`src/design/actuator_cfg_pkg.sv`:
```
package actuator_cfg_pkg;

   // Link geometry.
   localparam int ADDR_W = 8;
   localparam int DATA_W = 8;

   // Device register offsets.
   localparam logic [7:0] OFS_BUS_ADDRESS_BASE       = 8'h09;
   localparam logic [7:0] OFS_RESONANT_PERIOD_HIGH   = 8'h0a;
   localparam logic [7:0] OFS_RESONANT_PERIOD_LOW    = 8'h0b;
   localparam logic [7:0] OFS_NOMINAL_VOLTAGE_RATING = 8'h0c;
   localparam logic [7:0] OFS_ABSOLUTE_VOLTAGE_RATING = 8'h0d;
   localparam logic [7:0] OFS_MAX_CURRENT_RATING     = 8'h0e;
   localparam logic [7:0] OFS_DRIVE_SCALE_HIGH       = 8'h0f;
   localparam logic [7:0] OFS_DRIVE_SCALE_LOW        = 8'h10;
   localparam logic [7:0] OFS_MEASURED_IMPEDANCE_HIGH = 8'h11;
   localparam logic [7:0] OFS_MEASURED_IMPEDANCE_LOW = 8'h12;

   // Device field widths.
   localparam int BASE_W   = 7;
   localparam int PER_LO_W = 7;
   localparam int PERIOD_W = 15;
   localparam int CUR_W    = 5;
   localparam int SCALE_W  = 16;
   localparam int IMP_LO_W = 2;

   // Device reset values.
   localparam logic [6:0] RST_BUS_ADDRESS_BASE       = 7'h4a;
   localparam logic [7:0] RST_RESONANT_PERIOD_HIGH   = 8'h21;
   localparam logic [6:0] RST_RESONANT_PERIOD_LOW    = 7'h4f;
   localparam logic [7:0] RST_NOMINAL_VOLTAGE_RATING = 8'h5a;
   localparam logic [7:0] RST_ABSOLUTE_VOLTAGE_RATING = 8'h78;
   localparam logic [4:0] RST_MAX_CURRENT_RATING     = 5'h17;
   localparam logic [7:0] RST_DRIVE_SCALE_HIGH       = 8'h01;
   localparam logic [7:0] RST_DRIVE_SCALE_LOW        = 8'h0d;
   localparam logic [7:0] RST_IMPEDANCE_HIGH         = 8'h00;
   localparam logic [1:0] RST_IMPEDANCE_LOW          = 2'h0;

   // Controller register offsets.
   localparam logic [7:0] OFS_CTL_TARGET = 8'h00;
   localparam logic [7:0] OFS_CTL_WDATA  = 8'h01;
   localparam logic [7:0] OFS_CTL_CMD    = 8'h02;
   localparam logic [7:0] OFS_CTL_RDATA  = 8'h03;
   localparam logic [7:0] OFS_CTL_STATUS = 8'h04;
   localparam logic [7:0] OFS_CTL_WIDE_LO = 8'h05;
   localparam logic [7:0] OFS_CTL_WIDE_HI = 8'h06;

   // Controller command and status bits.
   localparam int CMD_WRITE  = 0;
   localparam int CMD_READ   = 1;
   localparam int CMD_PERIOD = 2;
   localparam int CMD_SCALE  = 3;
   localparam int STA_BUSY   = 0;
   localparam int STA_DONE   = 1;

endpackage : actuator_cfg_pkg

```
`src/design/actuator_cfg_if.sv`:
```
`timescale 1ns/1ns
`default_nettype none

interface actuator_cfg_if;
   // Register access from controller to device.
   logic [7:0] addr;
   logic [7:0] wdata;
   logic       wr;
   logic       rd;
   // Read answer, valid the cycle after rd.
   logic [7:0] rdata;

   modport device (input addr, input wdata, input wr, input rd, output rdata);
   modport host   (output addr, output wdata, output wr, output rd, input rdata);
endinterface : actuator_cfg_if

`default_nettype wire

```
`src/design/actuator_config_registers.sv`:
```
// What this block does
// - Writable 7-bit bus base address, resets 0x4A.
// - 15-bit period: high eight bits, low seven.
// - Software encodes period from resonant frequency.
// - Period resets to high 0x21, low 0x4F.
// - Nominal rating sets full scale when accelerating.
// - Accelerating clamps overdrive to absolute rating, 0x78.
// - Not accelerating: absolute rating sets full scale.
// - 5-bit current code, resets to 0x17.
// - 16-bit scale factor from two byte registers.
// - Scale drives voltage level; resets 0x01, 0x0D.
// - Impedance high byte is read-only status.
// - Impedance low two bits at next offset.
// - Freeze bit stops automatic scale updates.
// - Single acceleration enable bit selects reference.
//
// The strobed register port was chosen for this implementation.
`timescale 1ns/1ns
`default_nettype none

module actuator_config_registers (
   // Clock and reset.
   input  wire logic                CLK,
   input  wire logic                RST,
   // Register link from the controller.
   actuator_cfg_if.device           bus,
   // Drive loop controls.
   input  wire logic                ACCEL_EN,
   input  wire logic                SCALE_UPDATE_FREEZE,
   // Automatic scale factor update.
   input  wire logic                SCALE_UPD,
   input  wire logic [15:0]         SCALE_NEW,
   // Impedance measurement result.
   input  wire logic                IMP_UPD,
   input  wire logic [7:0]          IMP_HI_IN,
   input  wire logic [1:0]          IMP_LO_IN,
   // Configuration toward the drive loop.
   output logic      [6:0]          BASE_ADDR,
   output logic      [14:0]         RESONANT_PERIOD_VALUE,
   output logic      [7:0]          FULL_SCALE,
   output logic      [7:0]          OVERDRIVE_LIMIT,
   output logic                     OVERDRIVE_CLAMP_EN,
   output logic      [4:0]          CURRENT_LIMIT_CODE,
   output logic      [15:0]         DRIVE_SCALE_VALUE
);

   logic [6:0]  base_ff;
   logic [7:0]  resonant_period_hi_byte_ff;
   logic [6:0]  resonant_period_lo_bits_ff;
   logic [7:0]  nominal_ff;
   logic [7:0]  absolute_ff;
   logic [4:0]  current_limit_code_ff;
   logic [7:0]  drive_scale_hi_byte_ff;
   logic [7:0]  drive_scale_lo_byte_ff;
   logic [7:0]  imp_hi_ff;
   logic [1:0]  imp_lo_ff;
   logic [7:0]  rdata_ff;
   logic [7:0]  nxt_rdata;
   logic [7:0]  full_scale_ff;
   logic [7:0]  overdrive_ff;
   logic        clamp_en_ff;

   // Bus base address; the top bit of a write is dropped, so it always reads zero.
   always_ff @(posedge CLK) begin
      if (RST) begin
         base_ff <= actuator_cfg_pkg::RST_BUS_ADDRESS_BASE;
      end else if (bus.wr && bus.addr == actuator_cfg_pkg::OFS_BUS_ADDRESS_BASE) begin
         base_ff <= bus.wdata[actuator_cfg_pkg::BASE_W-1:0];
      end
   end

   // Resonant period high byte.
   always_ff @(posedge CLK) begin
      if (RST) begin
         resonant_period_hi_byte_ff <= actuator_cfg_pkg::RST_RESONANT_PERIOD_HIGH;
      end else if (bus.wr && bus.addr == actuator_cfg_pkg::OFS_RESONANT_PERIOD_HIGH) begin
         resonant_period_hi_byte_ff <= bus.wdata;
      end
   end

   // Resonant period low bits; each half updates alone, so software should write both
   // halves back to back, and even then the drive loop sees a torn period for one cycle.
   always_ff @(posedge CLK) begin
      if (RST) begin
         resonant_period_lo_bits_ff <= actuator_cfg_pkg::RST_RESONANT_PERIOD_LOW;
      end else if (bus.wr && bus.addr == actuator_cfg_pkg::OFS_RESONANT_PERIOD_LOW) begin
         resonant_period_lo_bits_ff <= bus.wdata[actuator_cfg_pkg::PER_LO_W-1:0];
      end
   end

   // Nominal voltage rating.
   always_ff @(posedge CLK) begin
      if (RST) begin
         nominal_ff <= actuator_cfg_pkg::RST_NOMINAL_VOLTAGE_RATING;
      end else if (bus.wr && bus.addr == actuator_cfg_pkg::OFS_NOMINAL_VOLTAGE_RATING) begin
         nominal_ff <= bus.wdata;
      end
   end

   // Absolute voltage rating.
   always_ff @(posedge CLK) begin
      if (RST) begin
         absolute_ff <= actuator_cfg_pkg::RST_ABSOLUTE_VOLTAGE_RATING;
      end else if (bus.wr && bus.addr == actuator_cfg_pkg::OFS_ABSOLUTE_VOLTAGE_RATING) begin
         absolute_ff <= bus.wdata;
      end
   end

   // Current limit code; the three upper bits of a write are dropped.
   always_ff @(posedge CLK) begin
      if (RST) begin
         current_limit_code_ff <= actuator_cfg_pkg::RST_MAX_CURRENT_RATING;
      end else if (bus.wr && bus.addr == actuator_cfg_pkg::OFS_MAX_CURRENT_RATING) begin
         current_limit_code_ff <= bus.wdata[actuator_cfg_pkg::CUR_W-1:0];
      end
   end

   // Scale factor: a software write wins over an automatic update in the same cycle,
   // because software is the only way to recover from a bad calibration.
   always_ff @(posedge CLK) begin
      if (RST) begin
         drive_scale_hi_byte_ff <= actuator_cfg_pkg::RST_DRIVE_SCALE_HIGH;
         drive_scale_lo_byte_ff <= actuator_cfg_pkg::RST_DRIVE_SCALE_LOW;
      end else if (bus.wr && bus.addr == actuator_cfg_pkg::OFS_DRIVE_SCALE_HIGH) begin
         drive_scale_hi_byte_ff <= bus.wdata;
      end else if (bus.wr && bus.addr == actuator_cfg_pkg::OFS_DRIVE_SCALE_LOW) begin
         drive_scale_lo_byte_ff <= bus.wdata;
      end else if (SCALE_UPD && !SCALE_UPDATE_FREEZE) begin
         drive_scale_hi_byte_ff <= SCALE_NEW[15:8];
         drive_scale_lo_byte_ff <= SCALE_NEW[7:0];
      end
   end

   // Measured impedance is loaded only by the measurement, never by software.
   // A zero value means that no measurement has been taken since reset.
   always_ff @(posedge CLK) begin
      if (RST) begin
         imp_hi_ff <= actuator_cfg_pkg::RST_IMPEDANCE_HIGH;
         imp_lo_ff <= actuator_cfg_pkg::RST_IMPEDANCE_LOW;
      end else if (IMP_UPD) begin
         imp_hi_ff <= IMP_HI_IN;
         imp_lo_ff <= IMP_LO_IN;
      end
   end

   // Read decode; unmapped offsets and unused upper bits read zero.
   always_comb begin
      nxt_rdata = 8'h00;
      if (bus.addr == actuator_cfg_pkg::OFS_BUS_ADDRESS_BASE) begin
         nxt_rdata = {1'b0, base_ff};
      end else if (bus.addr == actuator_cfg_pkg::OFS_RESONANT_PERIOD_HIGH) begin
         nxt_rdata = resonant_period_hi_byte_ff;
      end else if (bus.addr == actuator_cfg_pkg::OFS_RESONANT_PERIOD_LOW) begin
         nxt_rdata = {1'b0, resonant_period_lo_bits_ff};
      end else if (bus.addr == actuator_cfg_pkg::OFS_NOMINAL_VOLTAGE_RATING) begin
         nxt_rdata = nominal_ff;
      end else if (bus.addr == actuator_cfg_pkg::OFS_ABSOLUTE_VOLTAGE_RATING) begin
         nxt_rdata = absolute_ff;
      end else if (bus.addr == actuator_cfg_pkg::OFS_MAX_CURRENT_RATING) begin
         nxt_rdata = {3'h0, current_limit_code_ff};
      end else if (bus.addr == actuator_cfg_pkg::OFS_DRIVE_SCALE_HIGH) begin
         nxt_rdata = drive_scale_hi_byte_ff;
      end else if (bus.addr == actuator_cfg_pkg::OFS_DRIVE_SCALE_LOW) begin
         nxt_rdata = drive_scale_lo_byte_ff;
      end else if (bus.addr == actuator_cfg_pkg::OFS_MEASURED_IMPEDANCE_HIGH) begin
         nxt_rdata = imp_hi_ff;
      end else if (bus.addr == actuator_cfg_pkg::OFS_MEASURED_IMPEDANCE_LOW) begin
         nxt_rdata = {6'h00, imp_lo_ff};
      end
   end

   // Read data is captured on the strobe and held until the next read.
   always_ff @(posedge CLK) begin
      if (RST) begin
         rdata_ff <= 8'h00;
      end else if (bus.rd) begin
         rdata_ff <= nxt_rdata;
      end
   end

   // The answer stands until the next read strobe, so the master may take it late.
   assign bus.rdata = rdata_ff;

   // Full-scale reference of unsigned waveform data follows the acceleration enable.
   always_ff @(posedge CLK) begin
      if (RST) begin
         full_scale_ff <= actuator_cfg_pkg::RST_NOMINAL_VOLTAGE_RATING;
      end else begin
         full_scale_ff <= ACCEL_EN ? nominal_ff : absolute_ff;
      end
   end

   // Overdrive clamp; limit and enable are registered together so they move as one.
   always_ff @(posedge CLK) begin
      if (RST) begin
         overdrive_ff  <= actuator_cfg_pkg::RST_ABSOLUTE_VOLTAGE_RATING;
         clamp_en_ff   <= 1'b0;
      end else begin
         overdrive_ff  <= absolute_ff;
         clamp_en_ff   <= ACCEL_EN;
      end
   end

   // Drive-loop views come straight from the register flops.
   assign BASE_ADDR             = base_ff;
   assign RESONANT_PERIOD_VALUE = {resonant_period_hi_byte_ff, resonant_period_lo_bits_ff};
   assign FULL_SCALE            = full_scale_ff;
   assign OVERDRIVE_LIMIT       = overdrive_ff;
   assign OVERDRIVE_CLAMP_EN    = clamp_en_ff;
   assign CURRENT_LIMIT_CODE    = current_limit_code_ff;
   assign DRIVE_SCALE_VALUE     = {drive_scale_hi_byte_ff, drive_scale_lo_byte_ff};

endmodule : actuator_config_registers

`default_nettype wire

```
`src/flat_wrapper.sv`:
```
// flat-port wrapper written by rule: the top's interface ports become plain ports
module actuator_config_registers_flat 
  (CLK, RST, ACCEL_EN, SCALE_UPDATE_FREEZE, SCALE_UPD, SCALE_NEW, IMP_UPD, IMP_HI_IN, IMP_LO_IN, BASE_ADDR, RESONANT_PERIOD_VALUE, FULL_SCALE, OVERDRIVE_LIMIT, OVERDRIVE_CLAMP_EN, CURRENT_LIMIT_CODE, DRIVE_SCALE_VALUE, bus_addr, bus_wdata, bus_wr, bus_rd, bus_rdata);
  actuator_cfg_if bus_i ();
  input  wire logic CLK;
  input  wire logic RST;
  input  wire logic ACCEL_EN;
  input  wire logic SCALE_UPDATE_FREEZE;
  input  wire logic SCALE_UPD;
  input  wire logic [15:0] SCALE_NEW;
  input  wire logic IMP_UPD;
  input  wire logic [7:0] IMP_HI_IN;
  input  wire logic [1:0] IMP_LO_IN;
  output logic      [6:0] BASE_ADDR;
  output logic      [14:0] RESONANT_PERIOD_VALUE;
  output logic      [7:0] FULL_SCALE;
  output logic      [7:0] OVERDRIVE_LIMIT;
  output logic OVERDRIVE_CLAMP_EN;
  output logic      [4:0] CURRENT_LIMIT_CODE;
  output logic      [15:0] DRIVE_SCALE_VALUE;
  input wire logic [$bits(bus_i.addr)-1:0] bus_addr;
  input wire logic [$bits(bus_i.wdata)-1:0] bus_wdata;
  input wire logic [$bits(bus_i.wr)-1:0] bus_wr;
  input wire logic [$bits(bus_i.rd)-1:0] bus_rd;
  output wire logic [$bits(bus_i.rdata)-1:0] bus_rdata;
  assign bus_i.addr = bus_addr;
  assign bus_i.wdata = bus_wdata;
  assign bus_i.wr = bus_wr;
  assign bus_i.rd = bus_rd;
  assign bus_rdata = bus_i.rdata;
  actuator_config_registers u_core (.CLK(CLK), .RST(RST), .bus(bus_i), .ACCEL_EN(ACCEL_EN), .SCALE_UPDATE_FREEZE(SCALE_UPDATE_FREEZE), .SCALE_UPD(SCALE_UPD), .SCALE_NEW(SCALE_NEW), .IMP_UPD(IMP_UPD), .IMP_HI_IN(IMP_HI_IN), .IMP_LO_IN(IMP_LO_IN), .BASE_ADDR(BASE_ADDR), .RESONANT_PERIOD_VALUE(RESONANT_PERIOD_VALUE), .FULL_SCALE(FULL_SCALE), .OVERDRIVE_LIMIT(OVERDRIVE_LIMIT), .OVERDRIVE_CLAMP_EN(OVERDRIVE_CLAMP_EN), .CURRENT_LIMIT_CODE(CURRENT_LIMIT_CODE), .DRIVE_SCALE_VALUE(DRIVE_SCALE_VALUE));
endmodule
```
`config.mk`:
```
export PLATFORM = sky130hd
export DESIGN_NAME = actuator_config_registers_flat
export DESIGN_NICKNAME = d
export VERILOG_FILES = /design/src/design/actuator_cfg_pkg.sv /design/src/design/actuator_cfg_if.sv /design/src/design/actuator_config_registers.sv /design/src/flat_wrapper.sv
export SDC_FILE = /design/constraint.sdc
export NUM_CORES = 1
export LEC_CHECK = 0
export BUFFER_PORTS_ARGS = -buffer_cell sky130_fd_sc_hd__buf_2
export CAP_MARGIN = 10
export CORE_MARGIN = 2
export CORE_UTILIZATION = 30
export DETAILED_ROUTE_END_ITERATION = 6
export GPL_TIMING_DRIVEN = 0
export MAX_ROUTING_LAYER = met4
export PLACE_DENSITY = 0.5
export RECOVER_POWER = 100
export SLEW_MARGIN = 20
export SYNTH_ARGS = -nofsm -noshare
export SYNTH_HDL_FRONTEND = slang
export SYNTH_SLANG_ARGS = --single-unit
```
`constraint.sdc`:
```
create_clock -name CLK -period 1.38 [get_ports CLK]
set_input_delay 0 -clock CLK [delete_from_list [all_inputs] [get_ports CLK]]
set_output_delay 0 -clock CLK [all_outputs]
set_load 0.02 [all_outputs]
```
Yosys cells after proc, flatten, opt, wreduce, memory -nomap -nowiden
Index checks and enable logic that the tools add are counted.

storage, ports and cells
  bits in registers = 94
  input bits = 50
  output and inout bits = 68
  word-level logic and storage cells = 56

operators by class
  equal/unequal tests = 11
  mux-type cells = 16
  bitwise logic cells = 1
  reduce and logical (&&, ||, !) cells = 14

operators by type and width
  kind                                                              number
  8-bit two-way mux                                                 15
  8-bit by 4-bit == test with 1-bit output (second input constant)  7
  8-bit by 5-bit == test with 1-bit output (second input constant)  3
  1-bit logical AND                                                 9
  2-bit AND reduction                                               2
  2-bit nonzero test                                                2
  2-bit two-way mux                                                 1
  2-bit by 1-bit != test with 1-bit output (second input constant)  1
  1-bit logical NOT                                                 1
  1-bit inverter                                                    1

Logic depth before layout (Yosys ltp)
Gate-level depths: netlist (run 1).

  word-level depth = 11
  gate-level depth with buffers = 7
  mapped depth without buffers = 5

Worst setup path after synthesis (run 1)
Ideal clock, no wire load.

  path type = input to register
  from = input bus_addr[7]
  to = register u_core.resonant_period_hi_byte_ff[0]
  setup time = 0.129 ns
  arrival time = 1.257 ns
  required time = 1.251 ns
  setup slack = -0.006 ns
  cell stages on the path = 7
  path buffers = 2
  cells stage by stage = nor4_4 -> and2_2 -> buf_2 -> and3_1 -> buf_4 -> mux2i_1 -> nand2_1

on the way
  cells in the longest elaborated chain, start to end = 2

RTL lines
  element                                   line                             source
  start, declared                           flat_wrapper.sv:21               input wire logic [$bits(bus_i.addr)-1:0] bus_addr;
  8-bit by 4-bit == test with 1-bit output  actuator_config_registers.sv:76  end else if (bus.wr && bus.addr == actuator_cfg_pkg::OFS_RESONANT_PERIOD_HIGH) begin
  1-bit logical AND                         actuator_config_registers.sv:76
  end signal, assigned                      actuator_config_registers.sv:75  resonant_period_hi_byte_ff <= actuator_cfg_pkg::RST_RESONANT_PERIOD_HIGH;
  end signal, assigned                      actuator_config_registers.sv:77  resonant_period_hi_byte_ff <= bus.wdata;
  end, declared                             actuator_config_registers.sv:48  logic [7:0] resonant_period_hi_byte_ff;

Every way passes these cells.
A chain may end at the register's enable or synchronous reset.

Worst setup path after layout (run 1)
  from = input bus_wr
  to = register u_core.drive_scale_lo_byte_ff[3]

on the way
  cells in the longest elaborated chain, start to end = 3
  elaborated cells on any way between the ends = 6
  those cells by class = mux: 1; bitwise: 1; reduce/logical: 4

RTL lines
  element                                                                line                                                                source
  start, declared                                                        flat_wrapper.sv:23                                                  input wire logic [$bits(bus_i.wr)-1:0] bus_wr;
  1-bit logical AND (on tied branches)                                   actuator_config_registers.sv:126, actuator_config_registers.sv:124
  2-bit nonzero test (no line) / 1-bit inverter (equally long branches)  n/a
  2-bit AND reduction (no line)                                          n/a
  end signal, assigned                                                   actuator_config_registers.sv:123                                    drive_scale_lo_byte_ff <= actuator_cfg_pkg::RST_DRIVE_SCALE_LOW;
  end signal, assigned                                                   actuator_config_registers.sv:127                                    drive_scale_lo_byte_ff <= bus.wdata;
  end signal, assigned                                                   actuator_config_registers.sv:130                                    drive_scale_lo_byte_ff <= SCALE_NEW[7:0];
  end, declared                                                          actuator_config_registers.sv:54                                     logic [7:0] drive_scale_lo_byte_ff;

Parallel ways exist; a longest one is shown, timed or not.

==> results of run 1 <==
==> what timing repair did <==
item / in CTS / in global routing
hold buffers: 16 / 0
setup buffers: 1 / 6
pin swaps: 1 / 3
resized for setup: 8 / 18
setup endpoints to repair: 36 / 52
endpoints found under the hold margin: 16 / 0
==> placed cells by master (no fill, tap or decap), drive strengths merged, types with 7 or more instances in the layout <==
master,netlist,final
o211ai,8,8
dlygate4sd3,0,16
nor2,50,50
a21oi,14,14
mux2,11,11
o22ai,8,8
nor2b,17,17
clkbuf,24,106
dfxtp,94,94
a211oi,13,13
nand2,51,51
buf,13,55
a31oi,7,7
mux2i,82,82
nand3,15,15
nor3,7,7
==> per-stage QoR <==
stage	area (um^2)	util (%)	power [W]	std cells	worst slack, ps
6_report	5590	40.1	0.00622	783	27.8
5_1_grt	5590	40.1	0.00641	783	-25.6
4_1_cts	5580	40.0	0.00625	779	7.58
3_5_place_dp	5060	36.3	0.00351	746	-618
3_3_place_gp	5060	36.3	0.00350	746	-616
2_1_floorplan	4300	-	0.00324	458	0.702
==> logic make-up (layout without fill, tap and decap cells) <==
logic type | after synthesis | in the layout | synth area share (%)
simple gates | 160 | 160 | 18.2
compound gates | 70 | 70 | 11.8
buf+inv | 41 | 186 | 4.17
flops | 94 | 94 | 43.8
mux | 93 | 93 | 22.0
==> state kept, by name, indices dropped and copies added, names as in the netlist <==
register / flops
u_core.nominal_ff: 8
u_core.resonant_period_hi_byte_ff: 8
u_core.absolute_ff: 8
u_core.drive_scale_lo_byte_ff: 8
u_core.OVERDRIVE_CLAMP_EN: 1
u_core.drive_scale_hi_byte_ff: 8
u_core.imp_hi_ff: 8
u_core.OVERDRIVE_LIMIT: 8
u_core.bus.rdata: 8
u_core.FULL_SCALE: 8
u_core.BASE_ADDR: 7
u_core.CURRENT_LIMIT_CODE: 5
u_core.imp_lo_ff: 2
u_core.resonant_period_lo_bits_ff: 7
==> tightest hold or removal path, delay by kind of cell <==
kind / cells / cell delay (ps)
buf+inv: 1 / 90
mux: 1 / 120
compound gates: 1 / 90
==> worst max-delay path by stage <==
stage,startpoint,end,slack [ps],cells after the start
after floorplan,bus_addr[2],u_core.drive_scale_lo_byte_ff[0],0.7,6
after CTS,bus_wr,u_core.drive_scale_hi_byte_ff[6],8,6
after global routing,bus_wr,u_core.drive_scale_lo_byte_ff[2],-30,6
after detailed placement,bus_addr[1],u_core.resonant_period_lo_bits_ff[0],-620,7
final,bus_wr,u_core.drive_scale_lo_byte_ff[3],30,6
after global placement,bus_addr[1],u_core.resonant_period_lo_bits_ff[2],-620,7
==> power by group <==
group | switching, W | internal (W)
clock network | 0.00108 | 0.00164
registers | 0.0000458 | 0.00277
logic | 0.000425 | 0.000256
total | 0.00155 | 0.00467
==> routing by layer <==
metal  wire, um  vias to the layer above  track usage (%)
met5          0                        -                -
met4        394                        0             7.24
met3        767                       30             3.39
met2       6780                      145             30.6
met1       7260                     1887             27.9
li1           -                     1910                -
==> final cells by class <==
type	count	area, um^2
Fill cell	1432	8340
Clock buffer	11	243
Inverter	4	15.0
Sequential cell	94	1880
Clock inverter	5	81.3
Tap cell	180	225
Buffer	35	178
Multi-Input combinational cell	323	2300
Timing Repair Buffer	131	667
==> summary.md, run 1 <==
| Metric | Value |
|---|---|
| Outcome | `completed` |
| Io pins | `~120` |
| Die Y-Extent | `124 um` |
| Mapped Area | `roughly 4300 um^2` |
| Area Overhead vs Synth | `30.3%` |
| Bufs and invs on worst path | `2` |
| Total negative slack | `0 ps` |
| Die X-Extent | `124 um` |
| TritonCTS Buffers | `9` |
| Max cap viols | `0` |
| Final Hold Fails | `0` |
| Reg-to-Reg Start | `u_core.drive_scale_hi_byte_ff[1]` |
| Largest net degree at the start of global routing | `16` |
| GRT Overall Usage | `roughly a fifth` |
| Final hold slack | `1.28 ps` |
| Flops & latches, synth | `94` |
| Routability cong. | `0.934` |
| Clock Skews | `~8 ps` |
| Mapped Avg Cell Area | `9.37 um^2` |
| Synth unique cells | `44` |
| Relative slew slack | `between 40% and 50%` |
| Post-synth top area cell | `dfxtp_1` |
| H-tree Lvls | `3` |
| CP Class | `primary input to register` |
| Share of layout cells above drive strength 1 | `18.7%` |
| Clk_lat worst skew | `340 ps` |
| Hold depth | `3` |
| ANT nets after route | `0` |
| Pre-Repair DR Iteration Count | `5` |
| Antenna diodes | `0` |
| Fmax | `0.740 GHz` |
| Crit share post-route | `approximately 98%` |
| Cell Chain, Critical Path | `clkbuf_1 -> a41oi_1 -> or3b_1 -> buf_6 -> mux2i_1 -> nand2_1` |
| Max-slew violation count | `0` |
| Largest stage delay, worst path | `approximately 480 ps` |
| Initial Utilization | `30.8%` |
| Total global routing overflow | `0` |
| Die ar. | `about 15,000 um^2` |
| Vias in the first global route | `3,720` |
| Drt wl/cell | `slightly below 20 um` |
| RSZ-0062 raised after global routing | `true` |
| Worst vdd ir | `~550 uV` |
| WHS Endpoint | `u_core.drive_scale_hi_byte_ff[6]` |
| Synth warn | `0` |
| Sequential share of the synthesized area | `43.8%` |
| Crit path launch type | `primary input` |
| Row cnt | `43` |
| Deepest clock path buffer count | `2` |
| Crit path required time | `1580 ps` |
| Leak pwr | `2.33 nW` |
| Area contributors post-synth | `dfxtp_1, mux2i_1, nand2_1, nor2_1, mux2_2` |
| DRT iter0 DRCs | `269` |
| Vias | `between 3,000 and 4,000` |
| Critical path capture point type | `register` |
| Sink Count | `94` |
| Number of synthesized flops with an enable pin | `0` |
| Layout Nets | `about 650` |
| Worst-Margin Slew | `828 ps` |
| Reg2reg path depth | `4` |
| CTS tree | `yes` |
| Ys async rst share | `0%` |
| Critical-path maximum fanout | `10` |
| Top-area cell type share of the netlist area | `between 40 and 50%` |
| Period minus WS final | `1350 ps` |
| Placeable core area | `13,900 um^2` |
| CP delay by family, top | `buffers and inverters` |
| Top-count cell post-synth | `dfxtp_1` |
| First-pass GRT wire length | `22,100 um` |
| Worst Path Arrival | `1550 ps` |
| Detailed Route WL | `about 15,000 um` |
| Initial antenna violation count | `0` |
| PD cells | `1110 nW/um^2` |
| Synth top cells by count | `dfxtp_1, mux2i_1, nand2_1, nor2_1, clkbuf_1` |
| DR vias/cell | `5.07` |
| RR Endpoint | `u_core.bus.rdata[1]` |
| DP Wirelength | `11,100 um` |
| Hold Crit Class | `primary input to register` |
| IO buf count | `around 110` |
| CP max-delay cell | `clkbuf_1` |
| Worst-path clk slew | `70 ps` |
| Hold_sp | `SCALE_NEW[14]` |
| Worst reg2reg setup slack | `~50 ps` |
| Final setup violation count | `0` |
| Post-synthesis net count | `508` |
| Mapped Cells | `458` |
| Residual DRC | `0` |
| Clock root buffer | `clkbuf_16` |
| Synth Flop Type | `dfxtp_1` |
(Power assumes the default switching activity.)
==> run 2, diff against run 1 <==
--- a/config.mk
+++ b/config.mk
@@ -14,6 +14,7 @@
 export MAX_ROUTING_LAYER = met4
 export PLACE_DENSITY = 0.5
 export RECOVER_POWER = 100
+export SETUP_SLACK_MARGIN = 0.15
 export SLEW_MARGIN = 20
 export SYNTH_ARGS = -nofsm -noshare
 export SYNTH_HDL_FRONTEND = slang
==> run 2 against run 1 <==
  * Global-route usage rose by 0.44 points
  * Final cell count rose by 1.4%
  * Largest power group unchanged
  * Clock power down 8.5%
  * Power down 2.8%
  * Non-clock buffer count grew 11
  * Critical endpoint is now u_core.bus.rdata[3]
  * Setup slack better by 83 ps
  * Critical path depth fell by 2
==> summary.md, run 2 (same netlist as run 1, synthesis figures left out) <==
| Metric | Value |
|---|---|
| Row cnt | `43 (unchanged)` |
| Fmax | `0.788 GHz (+6.5%)` |
| Worst reg2reg setup slack | `110 ps (+60 ps)` |
| Antenna diodes | `0 (unchanged)` |
| Relative slew slack | `44.6% (-0.22 points)` |
| Die ar. | `15,300 um^2 (unchanged)` |
| Worst Path Arrival | `1470 ps (-80 ps)` |
| Die Y-Extent | `124 um (unchanged)` |
| H-tree Lvls | `3 (unchanged)` |
| Hold depth | `3 (unchanged)` |
| Largest net degree at the start of global routing | `17 (+1)` |
| Max cap viols | `0 (unchanged)` |
| Total global routing overflow | `0 (unchanged)` |
| TritonCTS Buffers | `9 (unchanged)` |
| Layout Nets | `659 (+1.7%)` |
| Commonest non-fill, non-tap cell in the layout | `clkbuf_1` |
| Area of the multi-input gates | `2360 um^2 (+2.8%)` |
| Crit share post-route | `92.0% (-6.0 points)` |
| Crit path launch type | `register` |
| Residual DRC | `0 (unchanged)` |
| Switching Share | `26.0% (+1.2 points)` |
| Io pins | `118 (unchanged)` |
| Reported net switching power | `0.00157 W (+1.7%)` |
| Register Area | `1900 um^2 (+0.80%)` |
| Critical-path maximum fanout | `3 (-7)` |
| CP Class | `register to register` |
| Vias in the first global route | `3,728 (+0.22%)` |
| Period minus WS final | `1270 ps (-83.0 ps)` |
| Drt wl/cell | `19.5 um (+0.38%)` |
| RSZ-0062 raised after global routing | `true` |
| Die X-Extent | `124 um (unchanged)` |
| Combinational share of power | `12.2% (+1.2 points)` |
| Worst vdd ir | `456 uV (-17%)` |
| Crit path required time | `1580 ps (about the same)` |
| Vias | `4,015 (+1.1%)` |
| Placed Cells | `746 (unchanged)` |
| Initial antenna violation count | `0 (unchanged)` |
| Clk_lat worst skew | `350 ps (about the same)` |
| Total negative slack | `0 ps (unchanged)` |
| Area Overhead vs Synth | `34.9%` |
| PD cells | `1040 nW/um^2 (-6.1%)` |
| Final setup violation count | `0 (unchanged)` |
| First-pass GRT wire length | `22,500 um (+1.8%)` |
| Seq pwr share | `46.6% (+1.3 points)` |
| Hold_sp | `SCALE_NEW[1]` |
| Worst-path clk slew | `70 ps (about the same)` |
| Routability cong. | `0.910 (-2.5%)` |
| Core Util, Final | `41.6% (+1.4 points)` |
| Sink Count | `94 (unchanged)` |
| Int Power | `0.00447 W (-4.3%)` |
| Share of layout cells above drive strength 1 | `23.8% (+5.0 points)` |
| Filler cells | `1,462 (+2.1%)` |
| Leak pwr | `2.40 nW (+3.2%)` |
| Placeable core area | `13,900 um^2 (unchanged)` |
| DR vias/cell | `5.06 (-0.32%)` |
| Worst-Margin Slew | `831 ps (+3.24 ps)` |
| Clock root buffer | `clkbuf_16` |
| Clk pwr share | `41.2% (-2.5 points)` |
| Outcome | `completed` |
| Reg-to-Reg Start | `u_core.drive_scale_hi_byte_ff[3]` |
| GRT Overall Usage | `20.9% (+0.44 points)` |
| Reg2reg path depth | `4 (unchanged)` |
| Max-slew violation count | `0 (unchanged)` |
| DP Wirelength | `11,300 um (+1.5%)` |
| DRT iter0 DRCs | `307 (+14%)` |
| ANT nets after route | `0 (unchanged)` |
| Initial Utilization | `30.8% (unchanged)` |
| IO buf count | `108 (unchanged)` |
| Detailed Route WL | `15,500 um (+1.8%)` |
| Hold Crit Class | `primary input to register` |
| Pre-Repair DR Iteration Count | `4 (-1)` |
| Deepest clock path buffer count | `2 (unchanged)` |
| Non-filler cells, final | `794 (+1.4%)` |
| CTS tree | `yes` |
| Clock Skews | `8.66 ps (+0.627 ps)` |
| Critical path launch point | `u_core.drive_scale_hi_byte_ff[3]` |
| Most frequent cells in the layout | `clkbuf_1, dfxtp_1, mux2i_1, nand2_1, nor2_1` |
| Final Hold Fails | `0 (unchanged)` |
| Critical path capture point type | `register` |
==> run 2: changes by cell type in the layout (fill, tap and decap cells not counted), sizes merged <==
cell         change
buf              +8
clkinv           +2
bufinv           -1
clkinvlp         +1
dlygate4sd3      +1
==> run 2: routing by layer <==
| metal | global-route usage [%] | vias up | part of all wire (%) |
|---|---|---|---|
| met5 | - | - | 0 |
| li1 | - | 1924 | - |
| met2 | 30.9 | 142 | 44 |
| met1 | 29.0 | 1926 | 47 |
| met3 | 3.80 | 23 | 6.7 |
| met4 | 6.25 | 0 | 1.9 |
==> run 2: path summary, 6_finish.rpt <==
| kind | end |
|---|---|
| worst max-delay path | u_core.bus.rdata[3] |
| worst min-delay path | u_core.drive_scale_lo_byte_ff[1] |
| worst max register to register | u_core.bus.rdata[3] |
| worst min register to register | u_core.BASE_ADDR[5] |
==> run 2: critical path, stage by stage, from the launching register on <==
cell and delay, ps:
dfxtp_1 340, mux2i_1 210, a21oi_1 100, o211ai_1 330, o211ai_1 150
==> run 2: cell type report <==
cell class                 count  share of cell area [%]
inverter                       4                   0.259
sequential                    94                    32.8
clock buffer                   9                    3.89
tap                          180                    3.89
timing repair buffer         140                    13.0
buffer                        37                    4.13
clock inverter                 7                    1.25
multi-input combinational    323                    40.8
==> run 2: repair_timing <==
action	CTS	global route
hold endpoints to repair	17	0
hold buffers	17	0
endpoints found under the setup margin	60	61
buffers inserted	11	4
pin swaps	12	14
resized for setup	27	50
==> run 2: power groups by stage <==
stage | Clock, W | Combinational [W] | Sequential, W
after global placement | 0 | 0.000634 | 0.00288
final | 0.00249 | 0.000735 | 0.00282
after global routing | 0.00267 | 0.000783 | 0.00282
after CTS | 0.00255 | 0.000712 | 0.00282
after floorplan | 0 | 0.000329 | 0.00291
after detailed placement | 0 | 0.000640 | 0.00288
==> run 2: per-stage QoR <==
stage	hold slack [ps]	area [um^2]	power, W	setup WS (ps)
after global placement	242	5090	0.00351	-471
after detailed placement	249	5090	0.00352	-485
after global routing	16.5	5790	0.00628	55.6
after CTS	0.921	5720	0.00608	69.6
final	10.1	5790	0.00604	111
after floorplan	125	4320	0.00324	4.57
==> run 3, diff against run 2 <==
--- a/config.mk
+++ b/config.mk
@@ -8,11 +8,11 @@
 export BUFFER_PORTS_ARGS = -buffer_cell sky130_fd_sc_hd__buf_2
 export CAP_MARGIN = 10
 export CORE_MARGIN = 2
-export CORE_UTILIZATION = 30
+export CORE_UTILIZATION = 47
 export DETAILED_ROUTE_END_ITERATION = 6
 export GPL_TIMING_DRIVEN = 0
 export MAX_ROUTING_LAYER = met4
-export PLACE_DENSITY = 0.5
+export PLACE_DENSITY = 0.74
 export RECOVER_POWER = 100
 export SETUP_SLACK_MARGIN = 0.15
 export SLEW_MARGIN = 20
==> run 3 against run 2 <==
  * The run now ends with design-rule violations, negative hold slack left
  * Core utilization is 23 points higher
  * Worst hold slack worse by 19 ps
  * Critical endpoint is now u_core.bus.rdata[1]
  * First-iteration DRC count decreased by 11%
  * Highest routed layer unchanged
==> summary.md, run 3 (same netlist as run 1, synthesis figures left out) <==
| Metric | Value |
|---|---|
| GRT Overall Usage | `30.9% (+10 points)` |
| Final Hold Fails | `1 (+1)` |
| RSZ-0062 raised after global routing | `true` |
| Leak pwr | `2.38 nW (-0.98%)` |
| Routability cong. | `0.958 (+5.2%)` |
| Worst Path Arrival | `1560 ps (+90 ps)` |
| WHS Endpoint | `u_core.drive_scale_lo_byte_ff[1]` |
| Pre-Repair DR Iteration Count | `7 (+3)` |
| Residual DRC | `1 (+1)` |
| Deepest clock path buffer count | `2 (unchanged)` |
| Die ar. | `9910 um^2 (-35%)` |
| IO buf count | `108 (unchanged)` |
| Largest stage delay, worst path | `350 ps (about the same)` |
| RR Endpoint | `u_core.bus.rdata[1]` |
| Clk_lat worst skew | `370 ps (+20 ps)` |
| Worst-Margin Slew | `842 ps (+11.3 ps)` |
| Worst Slack Setup Final | `91.4 ps (-19.4 ps)` |
| Cell Chain, Critical Path | `mux2_4 -> a221oi_4 -> nor3_1 -> o31a_1` |
| Final hold slack | `-8.53 ps (-18.6 ps)` |
| Largest net degree at the start of global routing | `20 (+3)` |
| CTS tree | `yes` |
| Core Util, Final | `64.1% (+23 points)` |
| H-tree Lvls | `3 (unchanged)` |
| Clock root buffer | `clkbuf_8` |
| Max cap viols | `0 (unchanged)` |
| Antenna diodes | `0 (unchanged)` |
| Total global routing overflow | `0 (unchanged)` |
| Hold_sp | `SCALE_NEW[1]` |
| CP max-delay cell | `dfxtp_4` |
| Worst vdd ir | `531 uV (+17%)` |
| PD cells | `955 nW/um^2 (-8.5%)` |
| Fmax | `0.776 GHz (-1.5%)` |
| First-pass GRT wire length | `22,600 um (+0.43%)` |
| Drt wl/cell | `20.6 um (+5.7%)` |
| Row cnt | `34 (-21%)` |
| CP Class | `register to register` |
| Vias in the first global route | `4,086 (+9.6%)` |
| Detailed Route WL | `15,000 um (-3.0%)` |
| Critical path capture point type | `register` |
| Hold Crit Class | `primary input to register` |
| Vias | `4,187 (+4.3%)` |
| Max-slew violation count | `0 (unchanged)` |
| Outcome | `finished, violations left` |
| TritonCTS Buffers | `9 (unchanged)` |
| Reg2reg path depth | `4 (unchanged)` |
| Initial Utilization | `48.7% (+18 points)` |
| DRT iter0 DRCs | `274 (-11%)` |
| DR vias/cell | `5.74 (+14%)` |
| Initial antenna violation count | `0 (unchanged)` |
| Sink Count | `94 (unchanged)` |
| Die Y-Extent | `99.6 um (-19%)` |
| Placeable core area | `8810 um^2 (-37%)` |
| Die X-Extent | `99.6 um (-19%)` |
| Final setup violation count | `0 (unchanged)` |
| Io pins | `118 (unchanged)` |
| Commonest non-fill, non-tap cell in the layout | `clkbuf_1` |
| Crit path launch type | `register` |
| Relative slew slack | `43.8% (-0.76 points)` |
| Crit share post-route | `93.4% (+1.4 points)` |
| Hold depth | `3 (unchanged)` |
| Failing checks | `design-rule violations, negative hold slack` |
| Reg-to-Reg Start | `u_core.CURRENT_LIMIT_CODE[1]` |
| Share of layout cells above drive strength 1 | `22.2% (-1.6 points)` |
| ANT nets after route | `0 (unchanged)` |
| Layout Nets | `666 (+1.1%)` |
| DP Wirelength | `10,600 um (-6.5%)` |
| Setup slack at placement | `-533 ps (-48.4 ps)` |
| Most frequent cells in the layout | `clkbuf_1, dfxtp_1, mux2i_1, nand2_1, nor2_1` |
| Worst reg2reg setup slack | `90 ps (-20 ps)` |
| Period minus WS final | `1290 ps (+19.4 ps)` |
| Clock Skews | `14.8 ps (+6.18 ps)` |
| Worst-path clk slew | `110 ps (+40 ps)` |
| Critical-path maximum fanout | `2 (-1)` |
| Crit path required time | `1650 ps (+70 ps)` |
| Area Overhead vs Synth | `31.5%` |
==> run 3: stage by stage <==
step           area (um^2)  hold slack, ps  total power [W]  cells  TNS, ps
3_5_place_dp          5000             247          0.00350    674   -21120
4_1_cts               5580            5.04          0.00538    725        0
6_report              5650           -8.53          0.00539    729        0
5_1_grt               5650            27.0          0.00556    729        0
2_1_floorplan         4320             125          0.00324    458        0
3_3_place_gp          5000             236          0.00349    674   -19270
==> run 3: worst max-delay path, delay by kind of cell, from the launching register on <==
family	cells	cell delay, ps
compound gates	2	480
flops	1	350
mux	1	280
simple gates	1	80
==> run 3: worst max-delay path by stage <==
stage                                 start                              endpoint  slack, ps
6_report       u_core.CURRENT_LIMIT_CODE[1]                   u_core.bus.rdata[1]         90
5_1_grt                         bus_addr[2]  u_core.resonant_period_hi_byte_ff[0]         30
4_1_cts               u_core.absolute_ff[2]                   u_core.bus.rdata[2]         70
3_5_place_dp                    bus_addr[1]                   u_core.bus.rdata[2]       -530
3_3_place_gp                    bus_addr[1]                   u_core.bus.rdata[2]       -570
2_1_floorplan                   bus_addr[2]      u_core.drive_scale_lo_byte_ff[0]          5
==> run 3: what timing repair did <==
action	CTS	global route
hold buffers	27	0
setup endpoints to repair	57	47
resized for setup	20	44
pin swaps	7	12
hold endpoints to repair	28	0
buffers inserted	8	4
==> run 3: final cells by class <==
type | count | area [um^2]
Sequential cell | 94 | 1900
Fill cell | 823 | 3160
Inverter | 4 | 15.0
Multi-Input combinational cell | 323 | 2360
Buffer | 37 | 225
Clock inverter | 7 | 73.8
Tap cell | 108 | 135
Clock buffer | 9 | 124
Timing Repair Buffer | 147 | 812
==> run 3: routing by layer <==
metal,share of wire [%],GRT usage [%],vias up,routed length (um)
li1,-,-,1950,-
met1,42,38.9,2003,6330
met2,48,50.6,207,7200
met3,7.5,5.20,27,1130
met4,2.3,10.3,0,352
met5,0,-,-,0
==> run 3: power breakdown <==
part | switching (W) | internal [W]
clock | 0.00113 | 0.000719
combinational | 0.000435 | 0.000290
sequential | 0.0000445 | 0.00277
